`src/twr_pkg.sv`:
```
/*
 Constants for the two-wire register slave: slave addresses, the special
 low-byte port address and the protocol state type.
 Assumes one clock domain (mclk) inside the slave.
*/
package twr_pkg;
    // 7-bit slave addresses chosen by the address-select pin
    localparam logic [6:0] SLAVE_ADDR_HI  = 7'h5c;
    localparam logic [6:0] SLAVE_ADDR_LO  = 7'h48;
    // Register address of low_byte_access_port
    localparam logic [7:0] LOW_BYTE_PORT  = 8'h7f;
    localparam logic [15:0] REG_RESET     = 16'h0000;
    localparam logic [3:0] BITS_PER_BYTE  = 4'h8;
    localparam logic [1:0] IDX_SLAVE      = 2'h0;
    localparam logic [1:0] IDX_REGADDR    = 2'h1;
    localparam logic [1:0] IDX_DATA       = 2'h2;

    typedef enum logic [2:0] {
        st_idle,
        st_rx,
        st_ack,
        st_tx,
        st_rack
    } proto_state_t;
endpackage : twr_pkg

```
`src/two_wire_register_slave.sv`:
```
/*
 Two-wire serial slave giving a bus master access to 16-bit registers,
 with auto-increment and a byte-wise low-byte port.
 Assumes the serial clock and data pins are slow against mclk and that an
 external pull-up and wire resolution turn the data enable into a level.
*/
`timescale 1ns/100ps

module two_wire_register_slave
    import twr_pkg::*;
#(
    parameter int REG_COUNT = 127
) (
    input  wire logic        mclk,
    input  wire logic        reset_n,
    input  wire logic        serial_clock_line,
    input  wire logic        serial_data_line_pin,
    input  wire logic        addr_select,
    input  wire logic [7:0]  cfg_index,
    output logic             serial_data_line_drive,
    output logic             serial_data_line_en,
    output logic             reg_wr_strobe_q,
    output logic [7:0]       reg_wr_addr_q,
    output logic [15:0]      reg_wr_data_q,
    output logic [15:0]      cfg_value_q,
    output logic             busy_q
);
    localparam int IDX_W = $clog2(REG_COUNT);
    localparam logic [7:0] REG_LIMIT = 8'(REG_COUNT);

    // Index width and limit compare only serve 2..127 registers
    if (REG_COUNT < 2 || REG_COUNT > 127) begin : g_bad_count
        $error("REG_COUNT must lie in 2..127");
    end

    logic [15:0]  regs [REG_COUNT];
    logic [2:0]   scl_q;
    logic [2:0]   sda_q;
    logic [1:0]   sel_q;
    proto_state_t state_q;
    logic [3:0]   bit_cnt_q;
    logic [7:0]   shreg_q;
    logic [7:0]   tx_q;
    logic [1:0]   byte_idx_q;
    logic         rw_q;
    logic         mack_q;
    logic         oe_q;
    logic         drive_q;
    logic [7:0]   reg_addr_q;
    logic [7:0]   pend_addr_q;
    logic [7:0]   hi_q;
    logic [7:0]   lo_q;
    logic         wphase_q;
    logic         rphase_q;
    logic         scl_s;
    logic         scl_p;
    logic         sda_s;
    logic         sda_p;
    logic         scl_rise;
    logic         scl_fall;
    logic         start_det;
    logic         stop_det;
    logic         rx_done;
    logic         addr_hit;
    logic         take_data;
    logic         load_tx;
    logic [6:0]   my_addr;
    logic [15:0]  cur_reg;
    logic [7:0]   rd_byte;

    // Two-stage sync, third stage for edges
    always_ff @(posedge mclk or negedge reset_n) begin
        if (!reset_n) begin
            scl_q <= 3'h7;
            sda_q <= 3'h7;
            sel_q <= 2'h0;
        end else begin
            scl_q <= {scl_q[1:0], serial_clock_line};
            sda_q <= {sda_q[1:0], serial_data_line_pin};
            sel_q <= {sel_q[0], addr_select};
        end
    end

    assign scl_s    = scl_q[1];
    assign scl_p    = scl_q[2];
    assign sda_s    = sda_q[1];
    assign sda_p    = sda_q[2];
    assign scl_rise = scl_s & ~scl_p;
    assign scl_fall = ~scl_s & scl_p;
    assign start_det = scl_s & scl_p & sda_p & ~sda_s;
    assign stop_det  = scl_s & scl_p & ~sda_p & sda_s;

    // Select high address, select low address
    assign my_addr   = sel_q[1] ? SLAVE_ADDR_HI : SLAVE_ADDR_LO;
    // Seven address bits above the direction bit
    assign addr_hit  = shreg_q[7:1] == my_addr;
    // Byte complete at the falling edge after eight bits
    assign rx_done   = state_q == st_rx && scl_fall && bit_cnt_q == BITS_PER_BYTE;
    assign take_data = rx_done && byte_idx_q == IDX_DATA;
    assign load_tx   = scl_fall && ((state_q == st_ack && rw_q) ||
                                    (state_q == st_rack && mack_q));

    assign cur_reg = (reg_addr_q < REG_LIMIT) ? regs[reg_addr_q[IDX_W-1:0]] : REG_RESET;

    // Low port returns the latched lower byte
    always_comb begin
        if (rphase_q || reg_addr_q == LOW_BYTE_PORT) begin
            rd_byte = lo_q;
        end else begin
            rd_byte = cur_reg[15:8];
        end
    end

    // Protocol engine
    always_ff @(posedge mclk or negedge reset_n) begin
        if (!reset_n) begin
            state_q    <= st_idle;
            bit_cnt_q  <= 4'h0;
            shreg_q    <= 8'h00;
            tx_q       <= 8'h00;
            byte_idx_q <= IDX_SLAVE;
            rw_q       <= 1'b0;
            mack_q     <= 1'b0;
            oe_q       <= 1'b0;
        end else if (start_det) begin
            // Start or repeated start restarts framing
            state_q    <= st_rx;
            bit_cnt_q  <= 4'h0;
            byte_idx_q <= IDX_SLAVE;
            oe_q       <= 1'b0;
        end else if (stop_det) begin
            // Stop ends and releases; write ends here too
            state_q <= st_idle;
            oe_q    <= 1'b0;
        end else begin
            case (state_q)
                st_rx: begin
                    if (scl_rise) begin
                        shreg_q   <= {shreg_q[6:0], sda_s};
                        bit_cnt_q <= bit_cnt_q + 4'h1;
                    end else if (rx_done) begin
                        if (byte_idx_q != IDX_SLAVE || addr_hit) begin
                            oe_q    <= 1'b1;
                            state_q <= st_ack;
                        end else begin
                            state_q <= st_idle;
                        end
                        if (byte_idx_q == IDX_SLAVE) begin
                            rw_q <= shreg_q[0];
                        end
                        if (byte_idx_q != IDX_DATA) begin
                            byte_idx_q <= byte_idx_q + 2'h1;
                        end
                    end
                end
                st_ack: begin
                    if (load_tx) begin
                        // Read data follows the address ack
                        tx_q      <= rd_byte;
                        oe_q      <= ~rd_byte[7];
                        bit_cnt_q <= 4'h0;
                        state_q   <= st_tx;
                    end else if (scl_fall) begin
                        oe_q      <= 1'b0;
                        bit_cnt_q <= 4'h0;
                        state_q   <= st_rx;
                    end
                end
                st_tx: begin
                    if (scl_rise) begin
                        bit_cnt_q <= bit_cnt_q + 4'h1;
                    end else if (scl_fall) begin
                        if (bit_cnt_q == BITS_PER_BYTE) begin
                            oe_q    <= 1'b0;
                            mack_q  <= 1'b0;
                            state_q <= st_rack;
                        end else begin
                            // Change data only after clock falls
                            oe_q <= ~tx_q[3'h7 - bit_cnt_q[2:0]];
                        end
                    end
                end
                st_rack: begin
                    if (scl_rise) begin
                        if (sda_s) begin
                            state_q <= st_idle;
                        end else begin
                            mack_q <= 1'b1;
                        end
                    end else if (load_tx) begin
                        tx_q      <= rd_byte;
                        oe_q      <= ~rd_byte[7];
                        bit_cnt_q <= 4'h0;
                        mack_q    <= 1'b0;
                        state_q   <= st_tx;
                    end
                end
                default: begin
                    state_q <= st_idle;
                    oe_q    <= 1'b0;
                end
            endcase
        end
    end

    // Register pointer, write pairing and read pairing
    always_ff @(posedge mclk or negedge reset_n) begin
        if (!reset_n) begin
            reg_addr_q  <= 8'h00;
            pend_addr_q <= 8'h00;
            hi_q        <= 8'h00;
            lo_q        <= 8'h00;
            wphase_q    <= 1'b0;
            rphase_q    <= 1'b0;
        end else if (start_det) begin
            wphase_q <= 1'b0;
            rphase_q <= 1'b0;
        end else if (rx_done && byte_idx_q == IDX_REGADDR) begin
            // Second byte of a write is the register address
            reg_addr_q <= shreg_q;
        end else if (take_data) begin
            if (reg_addr_q == LOW_BYTE_PORT && !wphase_q) begin
                // Lower byte completes the pending register
                wphase_q <= 1'b0;
            end else if (!wphase_q) begin
                hi_q        <= shreg_q;
                pend_addr_q <= reg_addr_q;
                wphase_q    <= 1'b1;
            end else begin
                wphase_q   <= 1'b0;
                reg_addr_q <= reg_addr_q + 8'h01;
            end
        end else if (load_tx) begin
            if (reg_addr_q == LOW_BYTE_PORT && !rphase_q) begin
                rphase_q <= 1'b0;
            end else if (!rphase_q) begin
                // Lower byte latched with the upper so the word is coherent
                lo_q     <= cur_reg[7:0];
                rphase_q <= 1'b1;
            end else begin
                // Advance as the lower byte of the word is loaded for sending
                rphase_q   <= 1'b0;
                reg_addr_q <= reg_addr_q + 8'h01;
            end
        end
    end

    always_ff @(posedge mclk or negedge reset_n) begin
        if (!reset_n) begin
            reg_wr_strobe_q <= 1'b0;
            reg_wr_addr_q   <= 8'h00;
            reg_wr_data_q   <= 16'h0000;
        end else begin
            reg_wr_strobe_q <= take_data && (wphase_q || reg_addr_q == LOW_BYTE_PORT);
            if (take_data) begin
                reg_wr_addr_q <= wphase_q ? reg_addr_q : pend_addr_q;
                reg_wr_data_q <= {hi_q, shreg_q};
            end
        end
    end

    // Storage has no reset; values are defined by software writes
    always_ff @(posedge mclk) begin
        if (reg_wr_strobe_q && reg_wr_addr_q < REG_LIMIT) begin
            regs[reg_wr_addr_q[IDX_W-1:0]] <= reg_wr_data_q;
        end
    end

    always_ff @(posedge mclk or negedge reset_n) begin
        if (!reset_n) begin
            cfg_value_q <= REG_RESET;
            busy_q      <= 1'b0;
            drive_q     <= 1'b0;
        end else begin
            cfg_value_q <= (cfg_index < REG_LIMIT) ? regs[cfg_index[IDX_W-1:0]] : REG_RESET;
            // Idle when the engine waits for a start
            busy_q      <= state_q != st_idle;
            drive_q     <= 1'b0;
        end
    end

    assign serial_data_line_drive = drive_q;
    assign serial_data_line_en    = oe_q;
endmodule : two_wire_register_slave

```
`config.mk`:
```
export PLATFORM = sky130hd
export DESIGN_NAME = two_wire_register_slave
export DESIGN_NICKNAME = d
export VERILOG_FILES = /design/src/twr_pkg.sv /design/src/two_wire_register_slave.sv
export SDC_FILE = /design/constraint.sdc
export NUM_CORES = 2
export LEC_CHECK = 0
export BUFFER_PORTS_ARGS = -buffer_cell sky130_fd_sc_hd__buf_2
export CAP_MARGIN = 15
export CORE_MARGIN = 2
export CORE_UTILIZATION = 64
export CTS_BUF_LIST = sky130_fd_sc_hd__clkbuf_16
export DETAILED_ROUTE_END_ITERATION = 12
export PLACE_DENSITY = 0.8
export SKIP_CTS_REPAIR_TIMING = 1
export SLEW_MARGIN = 20
export SYNTH_ARGS = -nofsm -noshare
export SYNTH_HDL_FRONTEND = slang
export SYNTH_SLANG_ARGS = --single-unit
```
`constraint.sdc`:
```
create_clock -name mclk -period 3.3 [get_ports mclk]
set_input_delay 0.66 -clock mclk [delete_from_list [all_inputs] [get_ports mclk]]
set_output_delay 0.66 -clock mclk [all_outputs]
set_load 0.03 [all_outputs]
```
### Word-level counts from Yosys, hierarchy flattened

Memories as Yosys holds them, arrays and structs flattened.
Cells that the tools add are included.
Widths: inputs -> output; s select.

* word-level logic and storage cells: 213
* register bits: 112
* memories kept: 1
* output and inout bits: 44
* RAM bits: 2032
* bits of input ports: 13

* magnitude comparators: 4
* add/sub/neg operators: 4
* eq/ne operators: 38
* mux-type cells: 78
* bitwise gates (word level): 22
* reduce and logical (&&, ||, !) cells: 44

Memory list
* regs: words 127, width 16, read ports 2, clocked after memory_dff 0, wr ports 1, line two_wire_register_slave.sv:36 `logic [15:0] regs [REG_COUNT];`

Operators with widths (number)
* $mux 8: 11
* $mux 3: 12
* $mux 1: 32
* $mux 16: 2
* $ne 4x4->1 const B: 8
* $mux 4: 7
* $lt 8x7->1 const B: 3
* $reduce_and 6->1: 4
* $reduce_and 8->1: 3
* $ne 3x3->1 const B: 6
* $ne 2x2->1 const B: 8
* $pmux 8 s2: 1
* $reduce_bool 2->1: 8
* $ne 5x5->1 const B: 3
* $not 1->1: 15
* $mux 2: 7
* $pmux 3 s4: 1
* $pmux 4 s3: 1
* $logic_and 1x1->1: 11
* $reduce_and 5->1: 2
* $reduce_bool 3->1: 3
* $add 8x1->8 const B: 1
* $eq 8x7->1 const B: 1
* $reduce_and 4->1: 2
* other kinds (27): 38

### Longest topological paths before layout

* depth in word-level cells: 10
* depth in mapped cells: 13

### Worst setup path after synthesis

OpenSTA, ideal clock, no wires.

* path kind: in2reg
* start: input cfg_index[0]
* end: register cfg_value_q[0]
* stages: 7
* setup slack: 231 ps
* arrival time: 2936 ps
* buffers on the path: 2
* setup time: 132 ps
* path through: buf_2 > buf_1 > mux4_2 > mux4_2 > mux4_2 > nand2b_1 > o21ai_0

* word-level cells in the longest chain between the ends: 2

RTL lines
* from (decl): line two_wire_register_slave.sv:19 `input wire logic [7:0] cfg_index,`
* $mem_v2 127x16 or $lt 8x7->1 (tied branches)
* $mux 16 (*): line two_wire_register_slave.sv:275 `cfg_value_q <= (cfg_index < REG_LIMIT) ? regs[cfg_index[IDX_W-1:0]] : REG_RESET;`
* to (signal assigned): line two_wire_register_slave.sv:275
* to (decl): line two_wire_register_slave.sv:25 `output logic [15:0] cfg_value_q,`

Mark *: on every way between the ends. The rest lies on a longest branch, timed or not.
A chain may end at the register's enable or synchronous reset.

### Final worst setup path

* start: register reg_addr_q[0]
* end: register tx_q[2]

* word-level cells in the longest chain between the ends: 6

RTL lines
* from (decl): line two_wire_register_slave.sv:49 `logic [7:0] reg_addr_q;`
* from (signal assigned): line two_wire_register_slave.sv:220 `reg_addr_q <= shreg_q;`
* from (signal assigned): line two_wire_register_slave.sv:231 `reg_addr_q <= reg_addr_q + 8'h01;`
* from (signal assigned): line two_wire_register_slave.sv:243 `reg_addr_q <= reg_addr_q + 8'h01;`
* $mem_v2 127x16 (tied with other cells)
* $mux 16 or $logic_or 1x1->1 (tied branches): line two_wire_register_slave.sv:103, two_wire_register_slave.sv:107
* $mux 8 (*): line two_wire_register_slave.sv:107 `if (rphase_q || reg_addr_q == LOW_BYTE_PORT) begin`
* $mux 8 (*): line two_wire_register_slave.sv:157, two_wire_register_slave.sv:190
* $mux 8: line two_wire_register_slave.sv:184 `if (scl_rise) begin`
* $pmux 8 s2 (*): line two_wire_register_slave.sv:136 `case (state_q)`
* to (signal assigned): line two_wire_register_slave.sv:159 `tx_q <= rd_byte;`
* to (signal assigned): line two_wire_register_slave.sv:191 `tx_q <= rd_byte;`
* to (decl): line two_wire_register_slave.sv:43 `logic [7:0] tx_q;`

Mark *: on every way between the ends. The rest lies on a longest branch, timed or not. The select of a mux whose other input is x is not followed.

==> results_dict.tcl <==
set metrics [dict create \
    root_buffer "clkbuf_16" \
    syn_to_final_growth_pct 14.2 \
    rows 144 \
    vias 59700 \
    cp.required_ns 4.05 \
    yosys.area.top_type "edfxtp_1" \
    yosys-top-cells-area "edfxtp_1 (62%), mux4_2 (28%), dfrtp_1 (2.7%)" \
    cp.arrival_ns 4.04 \
    crit_path_end_kind "flip-flop" \
    critPathKind "reg2reg" \
    slew_viol_final 0 \
    dieWidth_um 397 \
    nNetsFinal 5096 \
    cts_tree "yes" \
    route.detailed.drc 0 \
    critPathLaunchType "flip-flop" \
    cap_viol_max_count 0 \
    timing.rr.end "tx_q[2]$_DFFE_PN0P_" \
    slew_headroom 0.256 \
    status "complete, no violations" \
    drt-vias-per-instance 8.15 \
    synth_most_common_cell "edfxtp_1" \
    fin_total_pwr_mw 54.4 \
    period_needed_ns 3.30 \
    setup_violations 0 \
    grt_overflow 0 \
    yosys.cell_types.count 60 \
    initial_core_util 0.643 \
    r2r_cells 8 \
    avgSynthCellArea_um2 21.4 \
    synthesis.area_um2 98800 \
    yosysSeqAreaShare 0.646 \
    die_area_um2 158000 \
    grt_max_degree 129 \
    die_y_um 397 \
    post-place-cells 6901 \
    gp_congestion 0.986 \
    path_clk_slew_ns 0.07 \
    wl_per_cell_um 44.6 \
    cp-startpoint "reg_addr_q[0]$_DFFE_PN0P_" \
    synth_edf_count 2032 \
    rrSetupSlack_ns 0.003 \
    antenna_found_initial 24 \
    synth_top_area_share 0.617 \
    cts_max_path_buffers 3 \
    grt_pass1_vias 59600 \
    fin_skew_ns 0.0521 \
    synth_warnings 0 \
    port_buffers 55 \
    hpwl_mm 198 \
    ios 57 \
    first_pass_iters 8 \
    drtIter0Drc 11400 \
    async_flop_share 0.0522 \
    holdWs_ns 0.357 \
    post-route-period-util 0.999 \
    final_cells 7326 \
    wirelength_mm 327 \
    crit_fanout 22 \
    clk_latency_ns 0.88 \
    ys_seq_elements 2144 \
    hold_viol_final 0 \
    coreArea_um2 154000 \
    grt_use_total 0.421 \
    worstMarginPinSlew_ns 1.12 \
    timing.rr.start "reg_addr_q[0]$_DFFE_PN0P_" \
    max-vdd-ir-drop_mv 0.578 \
    cts.sinks 2144 \
    cts_made_buffers 210 \
    grt_pass1_wl_mm 454 \
    synth_common_cells "edfxtp_1 (2032), mux4_2 (1234), nor2_1 (178)" \
    synthCells 4622 \
    cts_max_level 4 \
    leakagePower_nw 29.2 \
    synthFlopType "edfxtp_1" \
    fmax_mhz 303 \
    hold_class "in2async" \
    ant_nets 0 \
    drive_gt1_frac 0.447 \
    syn_nets 4641 \
    power_density_nw_per_um2 482 \
]
-- metrics by stage --
| step | area [um^2] | util | setup WS, ns | TNS (ns) |
|---|---|---|---|---|
| floorplan | 98800 | - | 0.231 | 0 |
| global placement | 106000 | 0.689 | -0.383 | -2.60 |
| detailed placement | 106000 | 0.689 | -0.412 | -3.20 |
| CTS | 113000 | 0.732 | -0.173 | -0.330 |
| global route | 113000 | 0.734 | -0.0566 | -0.0789 |
| finish | 113000 | 0.734 | 0.00301 | 0 |
-- power breakdown --
group	internal, mW	switching [mW]	total [mW]
combinational	0.559	0.783	1.34
clock	13.1	10.5	23.6
sequential	29.3	0.0762	29.4
total	43.0	11.4	54.4
-- worst max path at each step --
stage | endpoint | slack (ns)
final | tx_q[2]$_DFFE_PN0P_ | 0.003
after floorplan | cfg_value_q[0]$_DFF_PN0_ | 0.23
after CTS | tx_q[4]$_DFFE_PN0P_ | -0.17
after global routing | tx_q[3]$_DFFE_PN0P_ | -0.06
after detailed placement | cfg_value_q[0]$_DFF_PN0_ | -0.41
after global placement | cfg_value_q[10]$_DFF_PN0_ | -0.38
-- worst max-delay path: stages, from the launching register on --
cell     delay, ns
dfrtp_4       0.52
buf_12        0.16
buf_16        0.23
buf_12        0.19
mux4_2        0.55
mux4_2        0.62
mux4_2        0.62
a21oi_2       0.17
o21ai_1       0.07
-- sequential cells by signal, indices dropped and copies added (netlist names), 3 cells and up --
name / count
bit_cnt_q: 4
cfg_value_q: 16
hi_q: 8
lo_q: 8
pend_addr_q: 8
reg_addr_q: 8
reg_wr_addr_q: 8
reg_wr_data_q: 16
regs: 2032
scl_q: 3
sda_q: 3
shreg_q: 8
state_q: 3
tx_q: 8
-- cell families after synthesis --
logic type,share of synthesized area
other,0.0000379
multiplexers,0.300
adder cells (fa/ha/maj),0.000760
flip-flops,0.646
AND/OR/NAND/NOR,0.0194
buffers and inverters,0.0172
AO/OA/AOI/OAI,0.0163
XOR/XNOR,0.000355
-- placed cells by master, fill, tap and decap left out, drive strengths merged, types with 6 or more instances in the layout --
master	count
inv	62
bufinv	17
diode	23
buf	593
nor2	178
nand2	132
dfstp	6
a31oi	6
dfrtp	106
a21oi	65
a211oi	18
nand4	11
clkinv	102
nor3	6
edfxtp	2032
nand2b	33
o221ai	21
mux2	52
o22ai	18
nor2b	16
nand3	24
o21ai	73
clkinvlp	10
o31ai	11
mux4	1234
ha	6
nand3b	7
clkbuf	216
mux2i	127
-- layer usage --
layer	global-route usage	routed length, um
met4	0.241	23400
met5	0.0209	361
met3	0.177	58400
met1	0.555	101000
met2	0.597	143000
-- cell type report --
type	instances	area (um^2)
multi-input combinational	2111	33700
sequential	2144	63900
fill	8201	40900
antenna	23	57.6
clock inverter	179	1320
timing repair buffer	598	5860
tap	2044	2560
clock buffer	215	5380
inverter	12	50.0
Power figures use the tool's default switching activity.
